$ cat src/mso_pkg.sv
// Purpose: shared constants for the motion status output block
// Assumes: 40 MHz clock, speed in signed mm/s from the speed estimator
// Notes:   terminal count and widths are plain defaults
package mso_pkg;
	localparam int          SPEED_W        = 16;      // signed speed word width
	localparam int          LEVEL_W        = 13;      // holds 1..5000
	localparam int          TERM_N         = 3;       // number of output terminals
	localparam int          ALLOC_W        = 2;       // terminal select width
	localparam logic [12:0] LEVEL_MIN      = 13'h0001; // least threshold, mm/s
	localparam logic [12:0] LEVEL_MAX      = 13'h1388; // largest threshold, 5000 mm/s
	localparam logic [12:0] LEVEL_RESET    = 13'h0014; // factory value, 20 mm/s
	localparam logic [1:0]  RUN_TERM_RESET = 2'h0;    // default terminal of running output
	localparam logic [1:0]  RDY_TERM_RESET = 2'h1;    // default terminal of ready output

	typedef enum logic [1:0] {
		MSO_NOT_READY = 2'b00,
		MSO_WAIT_POLE = 2'b01,
		MSO_READY     = 2'b10
	} mso_ready_type;
endpackage : mso_pkg

$ cat src/mso_sync.sv
// Purpose: two-flop synchroniser for a bus of asynchronous levels
// Assumes: inputs are slow levels; buses must be quasi-static while changing
// Notes:   first stage is read only by the second stage
`timescale 1ns/1ps
module mso_sync #(
	parameter int W = 1
) (
	input  wire logic         clock,   // system clock
	input  wire logic         resetn,  // async reset, active low
	input  wire logic [W-1:0] inLevel, // asynchronous input
	output logic      [W-1:0] outLevel // synchronised copy
);
	logic [W-1:0] stage1_q;

	// plain double flop, reset to zero
	always_ff @(posedge clock or negedge resetn) begin
		if (!resetn) begin
			stage1_q <= '0;
			outLevel <= '0;
		end else begin
			stage1_q <= inLevel;
			outLevel <= stage1_q;
		end
	end
endmodule : mso_sync

$ cat src/mso_status_outputs.sv
// Purpose: running and servo-ready active-low status outputs with terminal routing
// Assumes: all inputs come from pins or other domains and are synchronised here
// Notes:   status display bits mirror the logical states, active high
`timescale 1ns/1ps
module mso_status_outputs
	import mso_pkg::*;
(
	input  wire logic                           clock,            // 40 MHz clock
	input  wire logic                           resetn,           // async reset, active low
	input  wire logic signed [mso_pkg::SPEED_W-1:0] motorSpeed,   // measured speed, mm/s
	input  wire logic [mso_pkg::LEVEL_W-1:0]    zeroSpeedLevel,   // threshold, mm/s
	input  wire logic [mso_pkg::ALLOC_W-1:0]    runTermAlloc,     // terminal for running
	input  wire logic [mso_pkg::ALLOC_W-1:0]    rdyTermAlloc,     // terminal for ready
	input  wire logic                           servoOnCmd,       // servo-on request
	input  wire logic                           alarmActive,      // any servo alarm
	input  wire logic                           mainPowerOn,      // main circuit powered
	input  wire logic                           hallFitted,       // hall sensor configured
	input  wire logic                           poleDetectDone,   // polarity detection ok
	output logic [mso_pkg::TERM_N-1:0]          outTerm_n,        // output terminals, low on
	output logic                                dispMoving,       // display: moving
	output logic                                dispReady         // display: servo ready
);
	import mso_pkg::*;

	localparam int SYNC_W = SPEED_W + LEVEL_W + 2 * ALLOC_W + 5;

	logic                        rstMeta_q;
	logic                        rstn_q;
	logic [SYNC_W-1:0]           syncOut;
	logic signed [SPEED_W-1:0]   speedS;
	logic [LEVEL_W-1:0]          levelS;
	logic [ALLOC_W-1:0]          runSelS;
	logic [ALLOC_W-1:0]          rdySelS;
	logic                        servoOnS;
	logic                        alarmS;
	logic                        powerS;
	logic                        hallS;
	logic                        poleS;
	logic [LEVEL_W-1:0]          levelUsed;
	logic                        moving_q;
	mso_ready_type               rdyState_q;
	mso_ready_type               rdyState_d;
	logic                        ready;
	logic                        prepOk;

	// magnitude of the speed word, widened to avoid overflow at the most negative value
	function automatic logic [SPEED_W:0] speedMag(input logic signed [SPEED_W-1:0] s);
		logic [SPEED_W:0] w;
		w = {s[SPEED_W-1], s};
		if (s[SPEED_W-1])
			w = (~w) + 1'b1;
		return w;
	endfunction : speedMag

	// out-of-range threshold is clamped rather than rejected, so a bad write never blinds it
	function automatic logic [LEVEL_W-1:0] clampLevel(input logic [LEVEL_W-1:0] v);
		if (v < LEVEL_MIN)
			return LEVEL_MIN;
		else if (v > LEVEL_MAX)
			return LEVEL_MAX;
		return v;
	endfunction : clampLevel

	// reset release through two flops
	always_ff @(posedge clock or negedge resetn) begin
		if (!resetn) begin
			rstMeta_q <= 1'b0;
			rstn_q    <= 1'b0;
		end else begin
			rstMeta_q <= 1'b1;
			rstn_q    <= rstMeta_q;
		end
	end

	// every pin input passes two flops before use
	mso_sync #(.W(SYNC_W)) uSync (
		.clock    (clock),
		.resetn   (rstn_q),
		.inLevel  ({motorSpeed, zeroSpeedLevel, runTermAlloc, rdyTermAlloc,
		            servoOnCmd, alarmActive, mainPowerOn, hallFitted, poleDetectDone}),
		.outLevel (syncOut)
	);

	assign {speedS, levelS, runSelS, rdySelS, servoOnS, alarmS, powerS, hallS, poleS} = syncOut;

	// threshold applied each cycle with no latching, so a change acts at once
	assign levelUsed = clampLevel(levelS);

	// movement detection; equality counts as not moving
	always_ff @(posedge clock or negedge rstn_q) begin
		if (!rstn_q)
			moving_q <= 1'b0;
		else
			moving_q <= speedMag(speedS) > {{(SPEED_W + 1 - LEVEL_W){1'b0}}, levelUsed};
	end

	// preparation: no alarm and main power; pole detection unless a hall sensor is fitted is left to the ready state machine
	assign prepOk = !alarmS && powerS;

	always_comb begin
		rdyState_d = rdyState_q;
		case (rdyState_q)
			MSO_NOT_READY: begin
				if (servoOnS && prepOk)
					rdyState_d = MSO_WAIT_POLE;
			end
			MSO_WAIT_POLE: begin
				if (!servoOnS || !prepOk)
					rdyState_d = MSO_NOT_READY;
				else if (hallS || poleS)
					rdyState_d = MSO_READY;
			end
			MSO_READY: begin
				if (!servoOnS || !prepOk || (!hallS && !poleS))
					rdyState_d = MSO_NOT_READY;
			end
			default: rdyState_d = MSO_NOT_READY;
		endcase
	end

	always_ff @(posedge clock or negedge rstn_q) begin
		if (!rstn_q)
			rdyState_q <= MSO_NOT_READY;
		else
			rdyState_q <= rdyState_d;
	end

	assign ready = (rdyState_q == MSO_READY);

	// terminal routing; an unused terminal stays high (off)
	always_ff @(posedge clock or negedge rstn_q) begin
		if (!rstn_q) begin
			outTerm_n <= '1;
		end else begin
			for (int t = 0; t < TERM_N; t++) begin
				outTerm_n[t] <= !((moving_q && runSelS == ALLOC_W'(t))
				               || (ready && rdySelS == ALLOC_W'(t)));
			end
		end
	end

	// display mirrors the same registered states the terminals are built from
	always_ff @(posedge clock or negedge rstn_q) begin
		if (!rstn_q) begin
			dispMoving <= 1'b0;
			dispReady  <= 1'b0;
		end else begin
			dispMoving <= moving_q;
			dispReady  <= ready;
		end
	end
endmodule : mso_status_outputs

$ cat config.mk
export PLATFORM = sky130hd
export DESIGN_NAME = mso_status_outputs
export DESIGN_NICKNAME = d
export VERILOG_FILES = /design/src/mso_pkg.sv /design/src/mso_sync.sv /design/src/mso_status_outputs.sv
export SDC_FILE = /design/constraint.sdc
export NUM_CORES = 1
export LEC_CHECK = 0
export CORE_MARGIN = 2
export CORE_UTILIZATION = 60
export CTS_BUF_LIST = sky130_fd_sc_hd__clkbuf_8
export CTS_CLUSTER_SIZE = 12
export DETAILED_ROUTE_END_ITERATION = 10
export DONT_BUFFER_PORTS = 1
export GPL_TIMING_DRIVEN = 0
export PLACE_DENSITY = 0.84
export SYNTH_ARGS = -nofsm -noshare
export SYNTH_HDL_FRONTEND = slang
export SYNTH_SLANG_ARGS = --single-unit
$ cat constraint.sdc
create_clock -name clock -period 4 [get_ports clock]
set_input_delay 0.4 -clock clock [delete_from_list [all_inputs] [get_ports clock]]
set_output_delay 0.4 -clock clock [all_outputs]
set_load 0.01 [all_outputs]
; ---- Word-level counts from Yosys, hierarchy flattened
; Index checks and enable logic that the tools add are counted.
[classes]
n_addsub = 1
mul = 0
div = 0
n_lt_le_gt_ge = 3
n_eq_ne = 9
n_shift = 0
mux = 11
bitwise = 1
reduce_logical = 27
[ops]
columns = operator, n
row1 = 13-bit two-way mux, 3
row2 = "17-bit by 1-bit adder with 17-bit output, second input constant", 1
row3 = 17-bit by 13-bit greater-than comparator with 1-bit output, 1
row4 = 17-bit two-way mux, 1
row5 = 17-bit inverter, 1
row6 = "13-bit greater-than comparator, second input constant", 1
row7 = "13-bit by 1-bit < comparator with 1-bit output, second input constant", 1
row8 = 1-bit logical AND, 9
row9 = 1-bit zero test, 8
row10 = 2-bit two-way mux, 4
row11 = "2-bit by 1-bit equality test with 1-bit output, second input constant", 3
row12 = "2-bit equality test, second input constant", 3
row13 = 2-bit zero test, 3
row14 = 1-bit logical OR, 6
row15 = 2-bit case mux with 3 select lines, 1
row16 = "3-bit != test, second input constant", 1
row17 = 3-bit AND reduction, 1
row18 = 1-bit two-way mux, 2
row19 = "2-bit by 1-bit != test with 1-bit output, second input constant", 1
row20 = "2-bit != test, second input constant", 1
[word_totals]
ff_bits = 86
latchBits = 0
ramBits = 0
mem_bits_ro = 0
input_bits = 40
wordCells = 61
n_memories = 0

; ---- Longest topological paths before layout
; Gate-level depths: netlist of run 1.
[depth]
depth_word = 7
depth_mapped = 11
ltp_nobuf = 11

; ---- Modules after synthesis
; A second synthesis of run 1 with hierarchy kept.
[unflattened]
cells_unflattened = 197
hier_area_um2 = 2967.8
[modules_own_cells]
columns = module, n_inst, cells_per_inst, area_each_um2, seq_area_each_um2
row1 = mso_sync, 1, 76, 1901.8, 1901.8
row2 = mso_status_outputs, 1, 121, 1066.0, 254.0

; ---- Least setup slack after synthesis of run 1
; No wires, ideal clock.
[synth_path]
kind = register to register
from = reg uSync.outLevel[15]
to = reg moving_q
arrival_ns = 2.770
path_slack_ns = 1.084
path_stages_with_launch = 12
period_less_slack_ns = 2.916
cell_sequence = dfrtp_1 or3_1 or4_1 a21o_1 a21oi_1 nand2_1 ha_1 a21o_1 nand3_1 a21oi_1 a2111oi_0 o32ai_2
[synth_via]
elab_chain_len = 5
elab_cells_between_ends = 7
cone_classes = order compare (3) / mux (4)
[synth_lines]
columns = element, line
row1 = "start, declared", mso_sync.sv:11  ; output logic [W-1:0] outLevel
row2 = "start signal, assigned", mso_sync.sv:22  ; outLevel <= stage1_q;
row3 = 13-bit greater-than comparator, mso_status_outputs.sv:59  ; else if (v > LEVEL_MAX)
row4 = 1-bit two-way mux, mso_status_outputs.sv:59
row5 = 1-bit two-way mux, mso_status_outputs.sv:57  ; if (v < LEVEL_MIN)
row6 = 13-bit two-way mux *, mso_status_outputs.sv:61  ; return v;
row7 = 17-bit by 13-bit greater-than comparator with 1-bit output *, mso_status_outputs.sv:94  ; moving_q <= speedMag(speedS) > {{(SPEED_W + 1 - LEVEL_W){1'b0}}, levelUsed};
row8 = "end signal, assigned", mso_status_outputs.sv:94
row9 = "end, declared", mso_status_outputs.sv:40  ; logic moving_q;
; Every way passes the cells marked *; elsewhere a longest branch is shown, timed or not.
; A chain may end at the register's enable or synchronous reset.

; ---- Worst setup path after layout of run 1
; Ends and elaborated chain as after synthesis.

==> results of run 1 <==
[logic make-up (layout without fill, tap and decap cells)]
logic type | count (synthesis) | after routing | synth area share (%)
other | 1 | 1 | 0.126
AO/OA/AOI/OAI | 30 | 30 | 7.08
XOR/XNOR | 12 | 12 | 3.54
buffers and inverters | 8 | 26 | 1.01
AND/OR/NAND/NOR | 46 | 46 | 9.70
adder cells (fa/ha/maj) | 14 | 14 | 5.90
flip-flops | 86 | 86 | 72.6
[worst paths after layout]
path,startpoint,to,slack [ps]
min,hallFitted,uSync.stage1_q[1]$_DFF_PN0_,70
min in group asynchronous,resetn,rstn_q$_DFF_PN0_,290
max,uSync.outLevel[15]$_DFF_PN0_,moving_q$_DFF_PN0_,800
max reg2reg,uSync.outLevel[15]$_DFF_PN0_,moving_q$_DFF_PN0_,800
min reg2reg,rstn_q$_DFF_PN0_,uSync.stage1_q[19]$_DFF_PN0_,300
max in group asynchronous,rstn_q$_DFF_PN0_,outTerm_n[2]$_DFF_PN1_,3060
[sequential cells by signal, indices dropped and copies added (netlist names)]
| signal | flops |
|---|---|
| dispReady | 1 |
| rstn_q | 1 |
| dispMoving | 1 |
| rstMeta_q | 1 |
| rdyState_q | 2 |
| uSync.stage1_q | 38 |
| moving_q | 1 |
| uSync.outLevel | 38 |
| outTerm_n | 3 |
[per-layer routing]
metal	share of wire, %	vias to the layer above	track usage [%]	routed length, microns
met2	54	38	31.2	2480
met4	2.7	0	10.7	123
li1	-	717	-	-
met1	39	763	24.6	1790
met5	0	-	0	0
met3	4.1	12	5.28	187
[area by class of cell]
cell class | count | area (sq um) | share of cell area [%]
well taps | 67 | 83.8 | 2.54
inverters | 6 | 22.5 | 0.681
plain buffers | 2 | 7.51 | 0.227
clock buffers | 9 | 124 | 3.75
clock inverters | 7 | 96.3 | 2.91
multi-input cells | 103 | 782 | 23.7
repair buffers | 2 | 30.0 | 0.908
flip-flops and latches | 86 | 2160 | 65.3
[through the flow]
step / instance area [sq um] / cells / setup WS (ps) / util, %
after floorplan: 2970 / 197 / 1080 / -
after global placement: 3050 / 264 / 860 / 64.2
after detailed placement: 3080 / 265 / 803 / 64.7
after CTS: 3310 / 282 / 785 / 69.5
after global routing: 3310 / 282 / 558 / 69.5
final: 3310 / 282 / 804 / 69.5
[power breakdown]
group / leakage, uW / internal, uW / switching [uW]
registers: 0.00100 / 915 / 32.6
clock network: 0.000108 / 353 / 295
logic: 0.000356 / 42.2 / 49.3
[Yosys cell counts, types with 3 or more instances]
cell type and number:
sky130_fd_sc_hd__xnor2_1 12, sky130_fd_sc_hd__o21ai_0 5, sky130_fd_sc_hd__a21o_1 4, sky130_fd_sc_hd__nand2b_1 4, sky130_fd_sc_hd__o31ai_1 3, sky130_fd_sc_hd__nand2_1 13
sky130_fd_sc_hd__or4_1 3, sky130_fd_sc_hd__inv_1 6, sky130_fd_sc_hd__dfrtp_1 83, sky130_fd_sc_hd__dfstp_2 3, sky130_fd_sc_hd__a21oi_1 9, sky130_fd_sc_hd__nor2_1 4
sky130_fd_sc_hd__nor3_1 3, sky130_fd_sc_hd__ha_1 14
[repair_timing]
action,in CTS,in global routing
endpoints found under the hold margin,2,0
endpoints found under the setup margin,0,0
hold buffers,1,0
==> flow_summary.toml, run 1 <==
[critical_path]
crit_path_top_delay_cell = "sky130_fd_sc_hd__a2111oi_0"
critPathTopFamily = "compound AO/OA/AOI/OAI gates"
cp_num_buf_inv = 0
worst-path-max-fanout = 4
start_kind = "flop"
cp_num_cells = 11
cp.arrival_ps = 3400
timing.critical_path.to_type = "flop"
timing_worst_setup_path_type = "flop to flop"
number_of_cells_on_the_worst_reg_to_reg_path = 11
required_time_of_the_critical_path_ps = 4200
cp_cell_sequence = "or3_1 > or4_1 > a21o_1 > a21oi_1 > nand2_1 > ha_1 > a21o_1 > nand3_1 > a21oi_1 > a2111oi_0 > o32ai_2"
cp_slowest_stage_delay_ps = 470

[layout]
antenna_cells = 0
layout-area-overhead-vs-synth_pct = 11.4
layout.cells.most_common = "sky130_fd_sc_hd__dfrtp_1"
n_fill_cell = 316
layout_common_cells = "sky130_fd_sc_hd__dfrtp_1, sky130_fd_sc_hd__ha_1, sky130_fd_sc_hd__nand2_1"
final_nets = 264
fraction_of_layout_cells_with_a_size_suffix_above_1_pct = 12.6

[route]
via_count = 1530
avgRoutedWirePerCell_microns = 16.3
detailedRoute.firstPassIterationCount = 4
totalWireLength_mm = 4.58
drt_drc_violations_left = 0
ant_nets = 0
vias_per_cell = 5.43
detailedRoute.firstIterationViolations = 86

[sta]
grt_setup_unrepaired = "no"
clock-skew-final_ps = 7.49
final-max-slew-violation-count = 0
setup_violations = 0
tightest_slew_ps = 471
final_period_minus_worst_setup_slack_ps = 3200
hold_viol = 0
slew-limit-headroom_pct = 67.8
final_min_period_over_clock_period_pct = 79.9
max_clock_freq_ghz = 0.313
totalNegativeSetupSlack_ps = 0
hold_ws_ps = 74.7

[clock_network]
cts_tree = "done"
clock_tree.buffer_depth = 2
post-cts-setup-buffer-count = 0
worstSkewPairLatency_ps = 340
clkSlewWorstSetupHoldPaths_ps = 80
post_cts_resize_count = 0
cts_made_buffers = 9
clock_sink_count = 86
clockRootBuffer = "sky130_fd_sc_hd__clkbuf_8"
ctsHtreeMaxLevel = 3

[synth]
postSynth.asyncResetShare_pct = 100
synthesis.area_per_instance_sq_um = 15.1
synth_area_leader_cell = "sky130_fd_sc_hd__dfrtp_1"
synth.area.top_cells = "sky130_fd_sc_hd__dfrtp_1, sky130_fd_sc_hd__ha_1, sky130_fd_sc_hd__xnor2_1"
yosys_register_bits = 86
netlist_instances = 197
synth_enable_flop_cells = 0
register_area_share_after_synthesis_pct = 72.6
synth_top_area_share_pct = 70.0
synth_warnings = 0
ys_dominant_reg_cell = "sky130_fd_sc_hd__dfrtp_1"
post_synthesis_cell_area_sq_mm = 0.00297
syn_nets = 251
synth.lib_cells_used.distinct = 38

[pwr]
p_leak_uw = 0.00146
power.density_mw_per_mm2 = 510
power_uw = 1690
power.ir.vdd_worst_v = 0.000482

[global_routing]
grt_pass1_wl_mm = 7.45
grt_start_max_net_pins = 49
antenna_found_initial = 0
final_global_route_overflow_total = 0
first_global_vias = 1567
groute.usage.overall_pct = 19.5

[placement]
dp_hpwl_mm = 3.19
placement.io_buffers = 0
gp_congestion = 0.749

[hold_path]
holdPathStages = 0
hp-class = "input port to flop"

[floorplan]
die_area_sq_mm = 0.00552
site_row_count = 25
num_ports = 45
core_area_sq_mm = 0.00475
die_width_microns = 74.3
initial_core_util_pct = 62.4
die_h_microns = 74.3

[outcome]
outcome = "completed"

[flow_run]
timing.max_cap.violations = 0
(Power assumes the default switching activity.)
==> inputs of run 2 (changes only) <==
==> constraint.sdc (replaced) <==
create_clock -name clock -period 3.33 [get_ports clock]
set_input_delay 0.333 -clock clock [delete_from_list [all_inputs] [get_ports clock]]
set_output_delay 0.333 -clock clock [all_outputs]
set_load 0.01 [all_outputs]
==> run 2 against run 1 <==
Fmax increased by 3.8%. Setup slack got worse by 550 ps. Combinational power rose by 67%.
==> flow_summary.toml, run 2 (same netlist as run 1, synthesis figures left out) <==
[sta]
clock-skew-final_ps = 7.17
grt_setup_unrepaired = "no"
setup_violations = 0
final_min_period_over_clock_period_pct = 92.4
final-max-slew-violation-count = 0
max_clock_freq_ghz = 0.325
final_period_minus_worst_setup_slack_ps = 3080
hold_viol = 0
final.setup.worst_slack_ps = 252
totalNegativeSetupSlack_ps = 0

[critical_path]
ff2ff_setup_slack_ps = 250
timing.critical_path.to_type = "flop"
cp.arrival_ps = 3300
timing_worst_setup_path_type = "flop to flop"
start_kind = "flop"
required_time_of_the_critical_path_ps = 3550
worst-path-max-fanout = 4

[global_routing]
grt_pass1_wl_mm = 8.98
first_global_vias = 1843
groute.usage.overall_pct = 23.8
final_global_route_overflow_total = 0
antenna_found_initial = 0
grt_start_max_net_pins = 49

[route]
ant_nets = 0
vias_per_cell = 5.41
detailedRoute.firstPassIterationCount = 4
avgRoutedWirePerCell_microns = 17.5
drt_drc_violations_left = 0
via_count = 1732
totalWireLength_mm = 5.60
detailedRoute.firstIterationViolations = 118

[placement]
place_worst_setup_slack_ps = 133
placement.io_buffers = 0
dp_hpwl_mm = 3.19
gp_congestion = 0.749

[clock_network]
ctsHtreeMaxLevel = 3
cts_tree = "done"
clock_sink_count = 86
clockRootBuffer = "sky130_fd_sc_hd__clkbuf_8"
cts_made_buffers = 9
clock_tree.buffer_depth = 2
worstSkewPairLatency_ps = 350
clkSlewWorstSetupHoldPaths_ps = 90

[outcome]
outcome = "completed"

[layout]
top_regs = "uSync.outLevel x38, uSync.stage1_q x38, outTerm_n x3"
seqCellArea_sq_mm = 0.00216
layout-area-overhead-vs-synth_pct = 24.4
layout.cells.most_common = "sky130_fd_sc_hd__dfrtp_1"
final_nets = 302
layout_common_cells = "sky130_fd_sc_hd__dfrtp_1, sky130_fd_sc_hd__dlygate4sd3_1, sky130_fd_sc_hd__ha_1"
multi_input_comb_area_sq_um = 788
fraction_of_layout_cells_with_a_size_suffix_above_1_pct = 11.1
antenna_cells = 0
n_fill_cell = 261

[flow_run]
timing.max_cap.violations = 0

[pwr]
power.density_mw_per_mm2 = 565
power.ir.vdd_worst_v = 0.000585
p_leak_uw = 0.00162

[floorplan]
initial_core_util_pct = 62.4
die_area_sq_mm = 0.00552
die_width_microns = 74.3
core_area_sq_mm = 0.00475
site_row_count = 25
die_h_microns = 74.3
num_ports = 45

[hold_path]
hp-class = "input port to asynchronous set/reset pin"
-- run 2: per-layer routing --
layer	global-route usage, %	wire length [microns]	vias up
met1	29.9	2100	869
li1	-	-	791
met5	0	0	-
met2	39.1	3120	59
met4	12.5	153	0
met3	5.42	222	13
-- run 2: worst max-delay path, cell delays in order (launching register included) --
cell and delay, ps:
sky130_fd_sc_hd__dfrtp_1 380, sky130_fd_sc_hd__or3_1 380, sky130_fd_sc_hd__or4_1 440, sky130_fd_sc_hd__a21o_1 210, sky130_fd_sc_hd__a21oi_1 290, sky130_fd_sc_hd__nand2_1 100
sky130_fd_sc_hd__ha_1 300, sky130_fd_sc_hd__a21o_1 180, sky130_fd_sc_hd__nand3_1 80, sky130_fd_sc_hd__a21oi_1 80, sky130_fd_sc_hd__a2111oi_2 370, sky130_fd_sc_hd__o32ai_2 130
-- run 2: area by class of cell --
cell class / count / share of cell area [%]
buffer: 2 / 0.203
clock buffer: 9 / 3.35
clock inverter: 7 / 2.61
inverter: 6 / 0.610
multi-input combinational: 103 / 21.3
sequential: 86 / 58.5
tap: 67 / 2.27
timing repair buffer: 40 / 11.1
-- run 2: stage by stage --
stage                     total power [uW]  hold WS, ps  std cells  util [%]  instance area, sq um
final                                 2080          213        320      77.7                  3690
after global routing                  2170          209        320      77.7                  3690
after global placement                1250         37.5        264      64.2                  3050
after detailed placement              1270         37.5        265      64.7                  3080
after CTS                             2090          206        320      77.5                  3690
after floorplan                       1230         37.4        197         -                  2970
-- run 2: what timing repair did --
| action | CTS | global route |
|---|---|---|
| hold buffers | 39 | 0 |
| hold endpoints to repair | 40 | 0 |
| endpoints found under the setup margin | 0 | 1 |
| buffers inserted | 0 | 0 |
| gates resized for setup | 0 | 2 |
-- run 2: worst paths after layout --
| path | from | endpoint | cells after the start |
|---|---|---|---|
| worst max register to register | uSync.outLevel[15]$_DFF_PN0_ | moving_q$_DFF_PN0_ | 11 |
| min in group clock | uSync.stage1_q[36]$_DFF_PN0_ | uSync.outLevel[36]$_DFF_PN0_ | 0 |
| worst max-delay path | uSync.outLevel[15]$_DFF_PN0_ | moving_q$_DFF_PN0_ | 11 |
| max in group asynchronous | rstn_q$_DFF_PN0_ | outTerm_n[0]$_DFF_PN1_ | 1 |
| worst min register to register | rstn_q$_DFF_PN0_ | uSync.stage1_q[19]$_DFF_PN0_ | 0 |
| worst min-delay path | resetn | rstn_q$_DFF_PN0_ | 1 |
-- run 2: report_power, final --
part,leakage [uW],switching [uW],total [uW],internal (uW)
registers,0.00100,41.8,1140,1100
logic,0.000516,69.8,153,82.8
clock network,0.000108,367,791,425
